`src/sdc_regs.vh`:
```
// Constants for the synthesizer divider configuration logic
`ifndef SDC_REGS_VH
`define SDC_REGS_VH

// ----------------------------------------
// Register byte offsets
// ----------------------------------------
`define SDC_OFF_CTRL      8'h00
`define SDC_OFF_DIVSTAT   8'h04
`define SDC_OFF_SELSTAT   8'h08
`define SDC_OFF_SHIFT     8'h0c

// ----------------------------------------
// Field positions
// ----------------------------------------
`define SDC_CTRL_SOFT_RST 0
`define SDC_DS_M_LSB      0
`define SDC_DS_N_LSB      9
`define SDC_DS_T_LSB      12
`define SDC_DS_SERIAL     14
`define SDC_DS_RESET      15
`define SDC_DS_NVAL_LSB   16
`define SDC_SS_XTAL       0
`define SDC_SS_BYPASS     1
`define SDC_SS_MONITOR    2

// ----------------------------------------
// Widths and serial word layout
// ----------------------------------------
`define SDC_M_W           9
`define SDC_N_W           3
`define SDC_T_W           2
`define SDC_SR_W          14
`define SDC_SR_T_LSB      12
`define SDC_SR_N_LSB      9
`define SDC_SR_M_LSB      0
`define SDC_NOUT          2
`define SDC_ODIV_W        5

// ----------------------------------------
// Reset values (match pin pull defaults)
// ----------------------------------------
`define SDC_M_RST         9'h100
`define SDC_N_RST         3'h4
`define SDC_T_RST         2'h0
`define SDC_CTRL_RST      1'h0
// Pin vector: {bypass, xtal, n[2:0], m[8:0], mr, sload, sdata, sclk, pload_n}
`define SDC_PIN_W         19
`define SDC_PIN_RST       19'h72000
// Bypass select level that means bypass mode
`define SDC_BYPASS_LEVEL  1'b0

`endif

```
`src/sdc_out_div.v`:
```
// Output divider producing 50 percent duty true and complement outputs
`timescale 1ns/1ps
`include "sdc_regs.vh"

module sdc_out_div (
	// Clock and reset
	input  wire                       clk,
	input  wire                       rst_n,
	input  wire                       div_rst,
	// Tap of the power-of-two counter
	input  wire [2:0]                 tap_sel,
	// Outputs
	output reg  [`SDC_NOUT-1:0]       out_true_r,
	output reg  [`SDC_NOUT-1:0]       out_comp_r,
	output reg                        out_cmos_r
);

	reg  [`SDC_ODIV_W-1:0] cnt_r;
	wire                   tap_bit;

	assign tap_bit = cnt_r[tap_sel];

	// ----------------------------------------
	// Counter
	// ----------------------------------------
	always @(posedge clk or negedge rst_n) begin
		if (!rst_n) begin
			cnt_r <= 5'h00;
		end else if (div_rst) begin
			cnt_r <= 5'h00;
		end else begin
			cnt_r <= cnt_r + 5'h01;
		end
	end

	// ----------------------------------------
	// Output stages
	// ----------------------------------------
	genvar gi;
	generate
		for (gi = 0; gi < `SDC_NOUT; gi = gi + 1) begin : g_out
			always @(posedge clk or negedge rst_n) begin
				if (!rst_n) begin
					out_true_r[gi] <= 1'b0;
					out_comp_r[gi] <= 1'b1;
				end else if (div_rst) begin
					out_true_r[gi] <= 1'b0;
					out_comp_r[gi] <= 1'b1;
				end else begin
					out_true_r[gi] <= tap_bit;
					out_comp_r[gi] <= ~tap_bit;
				end
			end
		end
	endgenerate

	always @(posedge clk or negedge rst_n) begin
		if (!rst_n) begin
			out_cmos_r <= 1'b0;
		end else if (div_rst) begin
			out_cmos_r <= 1'b0;
		end else begin
			out_cmos_r <= tap_bit;
		end
	end

endmodule

```
`src/sdc_config.v`:
```
// Divider configuration logic of the synthesizer with APB status access
//
// Notes on behaviour
// - Divider reset high holds dividers reset: true outputs low, complements high.
// - Divider reset overrides the divisor settings at both dividers and forces true outputs low and complements high.
// - Divider reset leaves stored feedback, output and monitor values untouched.
// - Parallel strobe low passes divisor pins through; monitor output low.
// - Parallel strobe rise with load low captures pins and holds them.
// - Parallel strobe high, load low: shift serial bit each serial clock rise.
// - Serial load rise transfers shift register into both dividers.
// - Serial load fall latches current divisor values and holds them.
// - Without serial clock edge, pin changes leave the shift register alone.
// - Serial load held high: dividers follow serial data each clock rise.
// - Feedback divisor is 9-bit unsigned; host programs 125 to 350.
// - Output code 0..7 divides by 2,4,8,16,1,2,4,8.
// - Reference select high picks crystal, low picks alternate clock.
// - Bypass select chooses loop or bypass mode; level is a define.
// - Serial path also loads two monitor-select bits held internally.
// - Monitor: 00 low, 01 serial bit, 10 feedback divider, 11 synth out.
// - Output divider yields 50 percent duty for every setting.
`timescale 1ns/1ps
`include "sdc_regs.vh"

module sdc_config (
	// APB
	input  wire                       pclk,
	input  wire                       presetn,
	input  wire                       psel,
	input  wire                       penable,
	input  wire                       pwrite,
	input  wire [7:0]                 paddr,
	input  wire [31:0]                pwdata,
	output reg  [31:0]                prdata,
	output reg                        pready,
	output reg                        pslverr,
	// Configuration pins
	input  wire                       global_divider_reset,
	input  wire                       parallel_latch_strobe_n,
	input  wire [`SDC_M_W-1:0]        feedback_divisor_bits,
	input  wire [`SDC_N_W-1:0]        output_divisor_bits,
	input  wire                       serial_shift_clock,
	input  wire                       serial_data_in,
	input  wire                       serial_load_strobe,
	input  wire                       reference_source_select,
	input  wire                       loop_bypass_select,
	// Synthesizer outputs
	output wire [`SDC_NOUT-1:0]       synth_out_true,
	output wire [`SDC_NOUT-1:0]       synth_out_complement,
	output reg                        monitor_out,
	output reg                        ref_is_crystal,
	output reg                        bypass_mode,
	output reg  [`SDC_M_W-1:0]        feedback_divisor_active,
	output reg  [`SDC_N_W-1:0]        output_divisor_active
);

	// ----------------------------------------
	// Decode functions
	// ----------------------------------------
	// Counter tap: tap k divides the base tick by 2^k
	function [2:0] n_tap;
		input [2:0] code;
		begin
			case (code)
				3'h0:    n_tap = 3'h1;
				3'h1:    n_tap = 3'h2;
				3'h2:    n_tap = 3'h3;
				3'h3:    n_tap = 3'h4;
				3'h4:    n_tap = 3'h0;
				3'h5:    n_tap = 3'h1;
				3'h6:    n_tap = 3'h2;
				default: n_tap = 3'h3;
			endcase
		end
	endfunction

	function [4:0] n_value;
		input [2:0] code;
		begin
			n_value = 5'h01 << n_tap(code);
		end
	endfunction

	// ----------------------------------------
	// Pin synchronisers
	// ----------------------------------------
	wire [`SDC_PIN_W-1:0] pin_raw;
	reg  [`SDC_PIN_W-1:0] pin_s1_r;
	reg  [`SDC_PIN_W-1:0] pin_s2_r;
	reg  [`SDC_PIN_W-1:0] pin_d_r;
	localparam [`SDC_PIN_W-1:0] pin_dflt = `SDC_PIN_RST;

	assign pin_raw = {loop_bypass_select, reference_source_select, output_divisor_bits,
	                  feedback_divisor_bits, global_divider_reset, serial_load_strobe,
	                  serial_data_in, serial_shift_clock, parallel_latch_strobe_n};

	genvar gi;
	generate
		for (gi = 0; gi < `SDC_PIN_W; gi = gi + 1) begin : g_sync
			always @(posedge pclk or negedge presetn) begin
				if (!presetn) begin
					pin_s1_r[gi] <= pin_dflt[gi];
					pin_s2_r[gi] <= pin_dflt[gi];
					pin_d_r[gi]  <= pin_dflt[gi];
				end else begin
					pin_s1_r[gi] <= pin_raw[gi];
					pin_s2_r[gi] <= pin_s1_r[gi];
					pin_d_r[gi]  <= pin_s2_r[gi];
				end
			end
		end
	endgenerate

	wire                 pload_n  = pin_s2_r[0];
	wire                 sclk     = pin_s2_r[1];
	wire                 sdat     = pin_s2_r[2];
	wire                 sload    = pin_s2_r[3];
	wire                 mr_pin   = pin_s2_r[4];
	wire [`SDC_M_W-1:0]  m_pin    = pin_s2_r[13:5];
	wire [`SDC_N_W-1:0]  n_pin_w  = pin_s2_r[16:14];
	wire                 xtal_pin = pin_s2_r[17];

	wire pload_rise = pload_n & ~pin_d_r[0];
	wire sclk_rise  = sclk & ~pin_d_r[1];
	wire sload_rise = sload & ~pin_d_r[3];

	// ----------------------------------------
	// Configuration state
	// ----------------------------------------
	reg  [`SDC_SR_W-1:0] shift_r;
	reg  [`SDC_SR_W-1:0] shift_nxt;
	reg  [`SDC_M_W-1:0]  m_r;
	reg  [`SDC_N_W-1:0]  n_r;
	reg  [`SDC_T_W-1:0]  t_r;
	reg                  sbit_r;
	reg                  soft_rst_r;
	reg                  div_rst_r;
	wire                 serial_mode = pload_n;

	// New bit enters at the bottom, first bit ends at top
	always @* begin
		shift_nxt = {shift_r[`SDC_SR_W-2:0], sdat};
	end

	always @(posedge pclk or negedge presetn) begin
		if (!presetn) begin
			shift_r <= 14'h0000;
			sbit_r  <= 1'b0;
		end else if (serial_mode && sclk_rise) begin
			shift_r <= shift_nxt;
			sbit_r  <= sdat;
		end
	end

	// Divisor and monitor-select registers; divider reset does not touch them
	always @(posedge pclk or negedge presetn) begin
		if (!presetn) begin
			m_r <= `SDC_M_RST;
			n_r <= `SDC_N_RST;
			t_r <= `SDC_T_RST;
		end else if (!serial_mode) begin
			m_r <= m_pin;
			n_r <= n_pin_w;
		end else if (pload_rise && !sload) begin
			m_r <= m_pin;
			n_r <= n_pin_w;
		end else if (sload_rise) begin
			m_r <= shift_r[`SDC_SR_M_LSB +: `SDC_M_W];
			n_r <= shift_r[`SDC_SR_N_LSB +: `SDC_N_W];
			t_r <= shift_r[`SDC_SR_T_LSB +: `SDC_T_W];
		end else if (sload && sclk_rise) begin
			m_r <= shift_nxt[`SDC_SR_M_LSB +: `SDC_M_W];
			n_r <= shift_nxt[`SDC_SR_N_LSB +: `SDC_N_W];
			t_r <= shift_nxt[`SDC_SR_T_LSB +: `SDC_T_W];
		end
		// Divider reset is not a term here
	end

	// ----------------------------------------
	// Divider reset
	// ----------------------------------------
	always @(posedge pclk or negedge presetn) begin
		if (!presetn) begin
			div_rst_r <= 1'b1;
		end else begin
			div_rst_r <= mr_pin | soft_rst_r;
		end
	end

	// ----------------------------------------
	// Feedback divider
	// ----------------------------------------
	reg                  vco_r;
	reg  [`SDC_M_W-1:0]  fb_cnt_r;
	reg                  fb_out_r;
	wire                 vco_tick = ~vco_r;

	always @(posedge pclk or negedge presetn) begin
		if (!presetn) begin
			vco_r    <= 1'b0;
			fb_cnt_r <= 9'h000;
			fb_out_r <= 1'b0;
		end else if (div_rst_r) begin
			vco_r    <= 1'b0;
			fb_cnt_r <= 9'h000;
			fb_out_r <= 1'b0;
		end else begin
			vco_r <= ~vco_r;
			if (vco_tick) begin
				if (fb_cnt_r >= m_r - 9'h001) begin
					fb_cnt_r <= 9'h000;
				end else begin
					fb_cnt_r <= fb_cnt_r + 9'h001;
				end
				fb_out_r <= (fb_cnt_r < {1'b0, m_r[`SDC_M_W-1:1]});
			end
		end
	end

	// ----------------------------------------
	// Output divider
	// ----------------------------------------
	wire synth_cmos;

	sdc_out_div u_out_div (
		.clk        (pclk),
		.rst_n      (presetn),
		.div_rst    (div_rst_r),
		.tap_sel    (n_tap(n_r)),
		.out_true_r (synth_out_true),
		.out_comp_r (synth_out_complement),
		.out_cmos_r (synth_cmos)
	);

	// ----------------------------------------
	// Monitor and selection outputs
	// ----------------------------------------
	always @(posedge pclk or negedge presetn) begin
		if (!presetn) begin
			monitor_out             <= 1'b0;
			ref_is_crystal          <= 1'b1;
			bypass_mode             <= 1'b0;
			feedback_divisor_active <= `SDC_M_RST;
			output_divisor_active   <= `SDC_N_RST;
		end else begin
			if (!serial_mode) begin
				monitor_out <= 1'b0;
			end else begin
				case (t_r)
					2'h0:    monitor_out <= 1'b0;
					2'h1:    monitor_out <= sbit_r;
					2'h2:    monitor_out <= fb_out_r;
					default: monitor_out <= synth_cmos;
				endcase
			end
			ref_is_crystal <= xtal_pin;
			bypass_mode    <= (pin_s2_r[`SDC_PIN_W-1] == `SDC_BYPASS_LEVEL);
			feedback_divisor_active <= m_r;
			output_divisor_active   <= n_r;
		end
	end

	// ----------------------------------------
	// APB slave
	// ----------------------------------------
	wire        apb_acc  = psel & penable & ~pready;
	wire        apb_done = psel & penable & pready;
	reg  [31:0] rd_nxt;
	reg         err_nxt;

	always @* begin
		rd_nxt  = 32'h0000_0000;
		err_nxt = 1'b0;
		case (paddr)
			`SDC_OFF_CTRL: begin
				rd_nxt[`SDC_CTRL_SOFT_RST] = soft_rst_r;
			end
			`SDC_OFF_DIVSTAT: begin
				rd_nxt[`SDC_DS_M_LSB +: `SDC_M_W] = m_r;
				rd_nxt[`SDC_DS_N_LSB +: `SDC_N_W] = n_r;
				rd_nxt[`SDC_DS_T_LSB +: `SDC_T_W] = t_r;
				rd_nxt[`SDC_DS_SERIAL]            = serial_mode;
				rd_nxt[`SDC_DS_RESET]             = div_rst_r;
				rd_nxt[`SDC_DS_NVAL_LSB +: 5]     = n_value(n_r);
			end
			`SDC_OFF_SELSTAT: begin
				rd_nxt[`SDC_SS_XTAL]    = ref_is_crystal;
				rd_nxt[`SDC_SS_BYPASS]  = bypass_mode;
				rd_nxt[`SDC_SS_MONITOR] = monitor_out;
			end
			`SDC_OFF_SHIFT: begin
				rd_nxt[`SDC_SR_W-1:0] = shift_r;
			end
			default: begin
				err_nxt = 1'b1;
			end
		endcase
	end

	always @(posedge pclk or negedge presetn) begin
		if (!presetn) begin
			pready     <= 1'b0;
			pslverr    <= 1'b0;
			prdata     <= 32'h0000_0000;
			soft_rst_r <= `SDC_CTRL_RST;
		end else begin
			pready <= apb_acc;
			if (apb_acc) begin
				pslverr <= err_nxt | (pwrite & (paddr != `SDC_OFF_CTRL) & ~err_nxt);
				prdata  <= pwrite ? 32'h0000_0000 : rd_nxt;
			end else begin
				pslverr <= 1'b0;
				prdata  <= 32'h0000_0000;
			end
			if (apb_done && pwrite && (paddr == `SDC_OFF_CTRL)) begin
				soft_rst_r <= pwdata[`SDC_CTRL_SOFT_RST];
			end
		end
	end

endmodule

```
`config.mk`:
```
export PLATFORM = sky130hd
export DESIGN_NAME = sdc_config
export DESIGN_NICKNAME = d
export VERILOG_FILES = /design/src/sdc_out_div.v /design/src/sdc_config.v
export VERILOG_INCLUDE_DIRS = /design/src
export SDC_FILE = /design/constraint.sdc
export NUM_CORES = 1
export LEC_CHECK = 0
export ABC_CLOCK_PERIOD_IN_PS = 7400
export BUFFER_PORTS_ARGS = -buffer_cell sky130_fd_sc_hd__buf_4
export CAP_MARGIN = 20
export CELL_PAD_IN_SITES_DETAIL_PLACEMENT = 0
export CELL_PAD_IN_SITES_GLOBAL_PLACEMENT = 1
export CORE_ASPECT_RATIO = 1.1
export CORE_MARGIN = 1
export CORE_UTILIZATION = 46
export CTS_BUF_LIST = sky130_fd_sc_hd__clkbuf_16
export CTS_CLUSTER_SIZE = 10
export DETAILED_ROUTE_END_ITERATION = 16
export MAX_ROUTING_LAYER = met4
export PLACE_DENSITY = 0.84
export SETUP_SLACK_MARGIN = 0.3
export SYNTH_ARGS = -nofsm -noshare
export SYNTH_HDL_FRONTEND = slang
export SYNTH_SLANG_ARGS = --single-unit
```
`constraint.sdc`:
```
create_clock -name pclk -period 7.4 [get_ports pclk]
set_clock_uncertainty 0.15 [all_clocks]
set_input_delay 1.11 -clock pclk [delete_from_list [all_inputs] [get_ports pclk]]
set_output_delay 1.11 -clock pclk [all_outputs]
set_load 0.02 [all_outputs]
```
# --- After elaboration in Yosys (flattened, before gate mapping) ---
# Cells that the tools add are included.
# Widths: inputs -> output; s select.
classes:
  addsub: 3
  order_cmp: 3
  eq_ne: 12
  shift: 1
  n_mux: 33
  n_bitwise: 18
  reduce_logical: 15
op_table:
  columns: ["cell", "n"]
  rows:
  - ["$mux 9", 7]
  - ["$mux 21", 2]
  - ["$pmux 11 s2", 1]
  - ["$eq 8x4->1 const B", 2]
  - ["$mux 3", 5]
  - ["$pmux 3 s4", 1]
  - ["$add 9x1->9 const B", 1]
  - ["$eq 3x3->1 const B", 3]
  - ["$ge 9x9->1", 1]
  - ["$lt 9x8->1", 1]
  - ["$mux 1", 9]
  - ["$sub 9x1->9 const B", 1]
  - ["$and 1x1->1", 8]
  - ["$eq 8x3->1 const B", 1]
  - ["$logic_not 8->1", 1]
  - ["$not 1->1", 8]
  - ["$reduce_bool 8->1", 1]
  - ["$mux 7", 1]
  - ["$pmux 2 s3", 1]
  - ["$add 5x1->5 const B", 1]
  - ["$logic_and 1x1->1", 5]
  - ["$mux 5", 1]
  - ["$shl 1x3->5 const A", 1]
  - ["$lt 3x4->1 const B", 1]
  - ["18 further kinds", 21]
word_totals:
  regBits: 139
  in_bits: 64
  out_inout_bits: 53
  elab_cells: 147

# --- Depth between registers and ports, before layout ---
# Gate-level depths: netlist of run 1.
logic_depth:
  ltp_word: 8
  depth_mapped: 12
  ltp_nobuf: 11

# --- Hierarchy ---
# From an unflattened synthesis of run 1, not the netlist that was laid out.
hier_totals:
  cells_unflattened: 435
  area_unflattened_um2: 5248.8
modules_own_cells:
  columns: ["mod", "instances", "cells_per_inst", "area_each_um2", "seq_area_each_um2"]
  rows:
  - ["sdc_config", 1, 405, 4898.4, 3020.4]
  - ["sdc_out_div", 1, 30, 350.3, 176.4]

# --- Worst setup path before layout of run 1 ---
# No wires, ideal clock.
synth_path:
  kind: "register -> register"
  from: "register m_r[2]"
  to: "register fb_cnt_r[4]"
  setup_time_ns: 0.120
  arrival_time_ns: 2.174
  required_ns: 7.130
  slack_ns: 4.955
  stages_incl_launch_ff: 11
  n_path_buf: 1
  synth_period_minus_slack_ns: 2.445
  path_cell_list: "dfrtp_1 -> nor3_1 -> nand2_1 -> nor4_1 -> xnor2_1 -> ha_1 -> nand2_1 -> or3_1 -> buf_6 -> a32oi_1 -> nor2_1"
synth_via:
  elab_chain_len: 5
synth_lines:
  columns: ["element", "line_no", "text"]
  rows:
  - ["start, declared", "sdc_config.v:131", "reg [`SDC_M_W-1:0] m_r;"]
  - ["start signal, assigned", "sdc_config.v:157", "m_r <= `SDC_M_RST;"]
  - ["start signal, assigned", "sdc_config.v:161", "m_r <= m_pin;"]
  - ["start signal, assigned", "sdc_config.v:164", "m_r <= m_pin;"]
  - ["$sub 9x1->9", "sdc_config.v:209", "if (fb_cnt_r >= m_r - 9'h001) begin"]
  - ["$ge 9x9->1", "sdc_config.v:209", null]
  - ["$mux 9", "sdc_config.v:209", null]
  - ["$mux 9", "sdc_config.v:208", "if (vco_tick) begin"]
  - ["$mux 9", "sdc_config.v:202", "end else if (div_rst_r) begin"]
  - ["end signal, assigned", "sdc_config.v:212", "fb_cnt_r <= fb_cnt_r + 9'h001;"]
  - ["end, declared", "sdc_config.v:193", "reg [`SDC_M_W-1:0] fb_cnt_r;"]
# No other way between the ends. The select of a mux whose other input is x is not followed.
# A chain may end at the register's enable or synchronous reset.

# --- Final worst setup path of run 1 ---
layout_path:
  from: "register m_r[0]"
  to: "register fb_cnt_r[6]"
# Same word-level chain as after synthesis.

==> results of run 1 <==
synth_stat cells, types with 2 or more instances:
cell type  number
nand2_1        31
ha_1           19
o22ai_1         2
a22o_1          9
nor2_1         24
nor3_1          6
o21a_1          4
nand2b_1        2
buf_4          19
xor2_1          3
mux2i_1        15
buf_2           8
a22oi_1        12
o21ai_0        20
nand3_1         9
a32oi_1         3
a21oi_1        11
o211ai_1        4
a21o_1          2
nand4_1         7
dfrtp_1       112
dfstp_2        15
clkbuf_1        2
a31oi_1         2
xnor2_1         8
buf_6           3
mux2_2         18
nor2b_1         6
inv_1          13
and2_1          3
nor4_1          4
cells in the final DEF, fill, tap and decap left out, drive strengths merged, types with 12 or more instances in the layout:
cell    Yosys  routed
dfrtp     112     112
buf        30      76
nand2      32      32
nor2       24      24
o21ai      20      20
ha         19      19
mux2       18      18
clkbuf      2      17
mux2i      15      15
dfstp      15      15
inv        13      14
a22oi      12      12
critical path, cell delays in order (launching register included):
cell and delay, ns:
dfrtp_1 0.46, inv_1 0.12, ha_1 0.23, nand4_1 0.15, nor3_1 0.21, xnor2_1 0.15, ha_1 0.26, nand2_1 0.10
nor2_1 0.05, a41oi_1 0.83, nand4_1 0.19, a31oi_1 0.22
registers in the layout, indices dropped and copies added, names as in the netlist, 2 cells and up:
name and flops:
pin_s1_r 19, fb_cnt_r 9, u_out_div.cnt_r 5, shift_r 14, output_divisor_active 3, n_pin_w 3
n_r 3, m_r 9, t_r 2, feedback_divisor_active 9, pin_d_r 3, m_pin 9
prdata 21
metal layers:
layer | global-route usage | wire length (µm) | up-vias | share of wire
met5 | - | 0 | - | 0
met4 | 0.0829 | 163 | 0 | 0.016
met3 | 0.0478 | 329 | 18 | 0.033
met2 | 0.303 | 5120 | 73 | 0.52
met1 | 0.221 | 4260 | 1688 | 0.43
li1 | - | - | 1599 | -
final cells by class:
class	instances	area (µm²)
clock buffers	17	425
clock inverters	15	123
fillers	901	4670
inverters	13	48.8
multi-input cells	258	1840
flip-flops and latches	127	3200
well taps	147	184
repair buffers	76	571
worst min-delay path by stage:
| stage | start | slack (ns) | endpoint |
|---|---|---|---|
| after floorplan | pin_s1_r[5]$_DFF_PN0_ | 0.18 | m_pin[0]$_DFF_PN0_ |
| after global placement | pin_s1_r[2]$_DFF_PN0_ | 0.18 | sdat$_DFF_PN0_ |
| after detailed placement | pin_s1_r[8]$_DFF_PN0_ | 0.18 | m_pin[3]$_DFF_PN0_ |
| after CTS | pin_s1_r[8]$_DFF_PN0_ | 0.20 | m_pin[3]$_DFF_PN0_ |
| after global routing | pin_s1_r[7]$_DFF_PN0_ | 0.21 | m_pin[2]$_DFF_PN0_ |
| final | pin_s1_r[8]$_DFF_PN0_ | 0.20 | m_pin[3]$_DFF_PN0_ |
cell families after synthesis:
| kind of cell | after synthesis | share of synthesized area |
|---|---|---|
| mux | 34 | 0.0712 |
| compound gates | 73 | 0.0916 |
| other cells | 1 | 0.000712 |
| buf+inv | 45 | 0.0518 |
| fa+ha+maj | 19 | 0.0451 |
| xor+xnor | 11 | 0.0183 |
| flops | 127 | 0.607 |
| simple gates | 110 | 0.115 |
per-stage QoR:
stage          hold WS (ns)  std cells  power [mW]
2_1_floorplan         0.181        430       0.950
4_1_cts               0.197        653        1.78
3_3_place_gp          0.182        621        1.02
5_1_grt               0.206        653        1.85
3_5_place_dp          0.185        621        1.03
6_report              0.195        653        1.77
report_power, final:
part           internal, mW  total, mW  leakage (nW)  switching (mW)
clock network         0.458      0.751         0.262           0.293
logic                0.0932      0.193          1.24           0.100
registers             0.757      0.823          1.59          0.0658
total                  1.31       1.77          3.08           0.459
==> reports/results.ini, run 1 <==
[logic_synthesis]
ys_top_cells_by_area=dfrtp_1, dfstp_2, ha_1, mux2_2, mux2i_1
syn_area_um2=5270
synth_cells=420
yosysSeqAreaShare=0.607
ys_async_sr_fraction=1.00
synth_top_area_share=0.532
synth_edf_count=0
synth_top_area_cell=dfrtp_1
synth_flop_cell=dfrtp_1
yosys_warnings=0
syn_avg_cell_area_um2=12.5
ys_seq_elements=127
yosysUniqueCellTypes=55

[sta]
rsz0062_at_grt=no
period_share=0.432
final.setup.tns_ns=0
setup_ws_ns=4.20
max_clock_freq_mhz=313
maxSlewHeadroom=0.275
hold_violations=0
slew_viol_final=0
setup_violations=0
period_needed_ns=3.20
worst_pin_slew_ns=1.08

[worst_setup_path]
start_kind=register
cp_max_fo=11
critPathCapture=fb_cnt_r[6]$_DFFE_PN0P_
worstSetupPathType=register to register
reg2reg_slack_ns=4.20
r2r_end=fb_cnt_r[6]$_DFFE_PN0P_
endpoint_kind=register
cp.required_ns=7.57
arrival_ns=3.37
rr_startpoint=m_r[0]$_DFFE_PN0P_
crit_start=m_r[0]$_DFFE_PN0P_
rr_worst_depth=11

[detailed_routing]
dr.pass1.iters=6
wl_per_cell_um=15.1
drc=0
wl_um=9880
drtIter0Drc=208
vias=3378
via_per_inst=5.17
detail-route-antenna-nets=0

[floorplanning]
core_um2=11100
ios=117
die_w_um=104
die_area_um2=11900
initial_core_util=0.476
die_y_um=114
fp-row-count=40

[global_routing]
grt_max_degree=70
antenna_found_initial=0
grt_overflow=0
grt_pass1_wl_um=16400
grt_pass1_vias=3349
track_usage=0.187

[pwr]
peakVddDrop_mv=0.177
p_per_area_nw_per_um2=277
leakage_nw=3.08

[final_layout]
antenna_cells=0
finalNetCount=576
fin_area_um2=6390
finish.utilization=0.577
syn_to_final_growth_pct=21.2
drive_gt1_frac=0.292

[cts]
postCtsHoldBufs=0
post_cts_buffers=0
numCtsBuffers=17
tritoncts=yes
clk_latency_ns=0.41
clock_path_buffers=2
clock-sinks=127
cts_resized=0
root_buffer=clkbuf_16
cts.clk_slew.worst_paths_ns=0.05
htreeDepth=4

[place]
placed_area_um2=5840
place_ws_ns=4.20
io_buffers=74
hpwl_um=6670
place.gp.congestion=0.845

[hold_path]
hold_depth=0
hp-class=register to register

[run]
cap_violations=0

[outcome]
outcome=finished, final reports clean

No activity file was read; power rests on OpenSTA's default activity.
==> inputs of run 2 (changes only) <==
--- a/config.mk
+++ b/config.mk
@@ -6,19 +6,19 @@
 export SDC_FILE = /design/constraint.sdc
 export NUM_CORES = 1
 export LEC_CHECK = 0
-export ABC_CLOCK_PERIOD_IN_PS = 7400
+export ABC_CLOCK_PERIOD_IN_PS = 3000
 export BUFFER_PORTS_ARGS = -buffer_cell sky130_fd_sc_hd__buf_4
 export CAP_MARGIN = 20
 export CELL_PAD_IN_SITES_DETAIL_PLACEMENT = 0
 export CELL_PAD_IN_SITES_GLOBAL_PLACEMENT = 1
 export CORE_ASPECT_RATIO = 1.1
 export CORE_MARGIN = 1
-export CORE_UTILIZATION = 46
+export CORE_UTILIZATION = 43
 export CTS_BUF_LIST = sky130_fd_sc_hd__clkbuf_16
 export CTS_CLUSTER_SIZE = 10
 export DETAILED_ROUTE_END_ITERATION = 16
 export MAX_ROUTING_LAYER = met4
-export PLACE_DENSITY = 0.84
+export PLACE_DENSITY = 0.79
 export SETUP_SLACK_MARGIN = 0.3
 export SYNTH_ARGS = -nofsm -noshare
 export SYNTH_HDL_FRONTEND = slang
==> constraint.sdc (replaced) <==
create_clock -name pclk -period 3 [get_ports pclk]
set_clock_uncertainty 0.15 [all_clocks]
set_input_delay 0.45 -clock pclk [delete_from_list [all_inputs] [get_ports pclk]]
set_output_delay 0.45 -clock pclk [all_outputs]
set_load 0.02 [all_outputs]
==> run 2 against run 1 <==
Effect of this change:
- highest routed layer unchanged
- fmax grew 26%
- count of clock-buffer cells in the layout is the same
- largest power group unchanged
- critical endpoint is now fb_cnt_r[7]$_DFFE_PN0P_
- die area grew 6.8%
- final area grew 6.3%
- first-iteration DRC count shrank 28%
==> reports/results.ini, run 2 (synthesis results as in run 1) <==
[outcome]
outcome=finished, final reports clean  ; unchanged

[global_routing]
grt_overflow=0  ; unchanged
grt_pass1_vias=3555  ; was 3349
grt_use_met3=0.0460  ; was 0.0478
grt_pass1_wl_um=17100  ; was 16400 µm
use_met1=0.220  ; was 0.221
antenna_found_initial=0  ; unchanged
grt_max_degree=80  ; was 70
top_usage_layer=met2  ; unchanged
met2_usage=0.292  ; was 0.303
track_usage=0.181  ; was 0.187

[floorplanning]
initial_core_util=0.440  ; was 0.476
die_y_um=118  ; was 114 µm
die_area_um2=12700  ; was 11900 µm²
die_w_um=108  ; was 104 µm
ios=117  ; unchanged
core_um2=12000  ; was 11100 µm²
fp-row-count=42  ; was 40

[cts]
clk_latency_ns=0.41  ; about the same
clock-sinks=127  ; unchanged
cts.clk_slew.worst_paths_ns=0.05  ; about the same
htreeDepth=4  ; unchanged
numCtsBuffers=17  ; unchanged
clock_path_buffers=2  ; unchanged
tritoncts=yes  ; unchanged
root_buffer=clkbuf_16  ; unchanged

[sta]
worst_pin_slew_ns=0.811  ; was 1.08 ns
max_clock_freq_mhz=393  ; was 313 MHz
maxSlewHeadroom=0.459  ; was 0.275
period_needed_ns=2.54  ; was 3.20 ns
setup_ws_ns=0.456  ; was 4.20 ns
setup_violations=0  ; unchanged
rsz0062_at_grt=no  ; unchanged
slew_viol_final=0  ; unchanged
fin_hold_ws_ns=0.137  ; was 0.195 ns
hold_violations=0  ; unchanged
period_share=0.848  ; was 0.432
final.setup.tns_ns=0  ; unchanged

[worst_setup_path]
crit_start=m_r[0]$_DFFE_PN0P_  ; unchanged
max_stage_delay_ns=0.46  ; was 0.83 ns
rr_startpoint=m_r[0]$_DFFE_PN0P_  ; unchanged
r2r_end=fb_cnt_r[7]$_DFFE_PN0P_  ; was fb_cnt_r[6]$_DFFE_PN0P_
start_kind=register  ; unchanged
endpoint_kind=register  ; unchanged
path_common_cell=buf_4
rr_worst_depth=12  ; was 11
slowest_stage=dfrtp_2  ; was a41oi_1
cp.required_ns=3.18  ; was 7.57 ns
critPathCapture=fb_cnt_r[7]$_DFFE_PN0P_  ; was fb_cnt_r[6]$_DFFE_PN0P_
worstSetupPathType=register to register  ; unchanged
cp_max_fo=5  ; was 11
reg2reg_slack_ns=0.46  ; was 4.20 ns
arrival_ns=2.72  ; was 3.37 ns
crit_chain=inv_2, ha_4, nand4_1, buf_4, xnor2_1, ha_1, a21oi_2, o21ai_1, a41oi_2, buf_4, o211ai_1, a21oi_1  ; was inv_1, ha_1, nand4_1, nor3_1, xnor2_1, ha_1, nand2_1, nor2_1, a41oi_1, nand4_1, a31oi_1

[detailed_routing]
dr.pass1.iters=4  ; was 6
drtIter0Drc=149  ; was 208
drc=0  ; unchanged
via_per_inst=5.05  ; was 5.17
detail-route-antenna-nets=0  ; unchanged
vias=3478  ; was 3378
wl_per_cell_um=14.8  ; was 15.1 µm
wl_um=10200  ; was 9880 µm

[place]
place.gp.congestion=0.808  ; was 0.845
placed_area_um2=5900  ; was 5840 µm²
io_buffers=74  ; unchanged
hpwl_um=6800  ; was 6670 µm
place_ws_ns=0.204  ; was 4.20 ns
dp_cells=633  ; was 621

[final_layout]
syn_to_final_growth_pct=28.8  ; was 21.2%
drive_gt1_frac=0.320  ; was 0.292
largestRegisters=prdata: 21 flops, pin_s1_r: 19 flops, shift_r: 14 flops  ; unchanged
finalNetCount=605  ; was 576
layout_commonest_cell=dfrtp_1  ; unchanged
finish.utilization=0.567  ; was 0.577
largest_register_ffs=21  ; unchanged
mostFrequentLayoutCells=dfrtp_1, buf_4, nand2_1  ; unchanged
fin_area_um2=6790  ; was 6390 µm²
antenna_cells=0  ; unchanged
final_cells=689  ; was 653
top_register=prdata  ; unchanged

[hold_path]
hp-class=input pin to register  ; was register to register

[run]
cap_violations=0  ; unchanged

[pwr]
p_total_mw=4.59  ; was 1.77 mW
peakVddDrop_mv=0.334  ; was 0.177 mV
p_per_area_nw_per_um2=676  ; was 277 nW/µm²
leakage_nw=3.24  ; was 3.08 nW

## run 2: changes by cell type in the layout (fill, tap and decap cells not counted), moves of 3 or more
cell           before  now
dlygate4sd3_1       0   20
dfrtp_1           112  109
buf_4              76   83
dfrtp_2             0    3
## run 2: layout make-up
type	instances	area [µm²]
Clock buffer	17	425
Clock inverter	15	171
Fill cell	1009	5190
Inverter	13	48.8
Multi-Input combinational cell	258	1900
Sequential cell	127	3200
Tap cell	154	193
Timing Repair Buffer	105	855
## run 2: how the worst min path moves through the flow
stage / from / endpoint / slack, ns / cells past startpoint
final: pwdata[0] / soft_rst_r$_DFFE_PN0P_ / 0.14 / 2
after floorplan: presetn / bypass_mode$_DFF_PN0_ / 0.004 / 0
after global placement: presetn / fb_cnt_r[2]$_DFFE_PN0P_ / 0.16 / 1
after global routing: pwdata[0] / soft_rst_r$_DFFE_PN0P_ / 0.13 / 2
after CTS: pwdata[0] / soft_rst_r$_DFFE_PN0P_ / 0.12 / 2
after detailed placement: presetn / fb_cnt_r[2]$_DFFE_PN0P_ / 0.16 / 1
## run 2: where the power goes
| group | leakage [nW] | switching (mW) | internal (mW) | total, mW |
|---|---|---|---|---|
| clock network | 0.282 | 0.735 | 1.30 | 2.03 |
| logic | 1.37 | 0.261 | 0.264 | 0.525 |
| registers | 1.58 | 0.163 | 1.87 | 2.03 |
| total | 3.24 | 1.16 | 3.43 | 4.59 |
## run 2: critical path: cells and delay by family, from the launching register on
| kind | cells | cell delay (ns) |
|---|---|---|
| simple gates | 1 | 0.13 |
| flops | 1 | 0.46 |
| compound gates | 5 | 0.70 |
| buf+inv | 3 | 0.46 |
| xor+xnor | 1 | 0.11 |
| fa+ha+maj | 2 | 0.46 |
## run 2: per-layer routing
layer  wire length, µm  vias to the layer above
li1                  -                     1654
met2              5290                       54
met3               306                       10
met4               116                        0
met1              4480                     1760
met5                 0                        -
## run 2: what timing repair did
item | CTS | global route
resized for setup | 1 | 18
pin swaps | 0 | 6
gates cloned | 0 | 1
endpoints found under the hold margin | 30 | 0
hold buffers | 20 | 0
endpoints found under the setup margin | 8 | 9
buffers inserted | 0 | 3
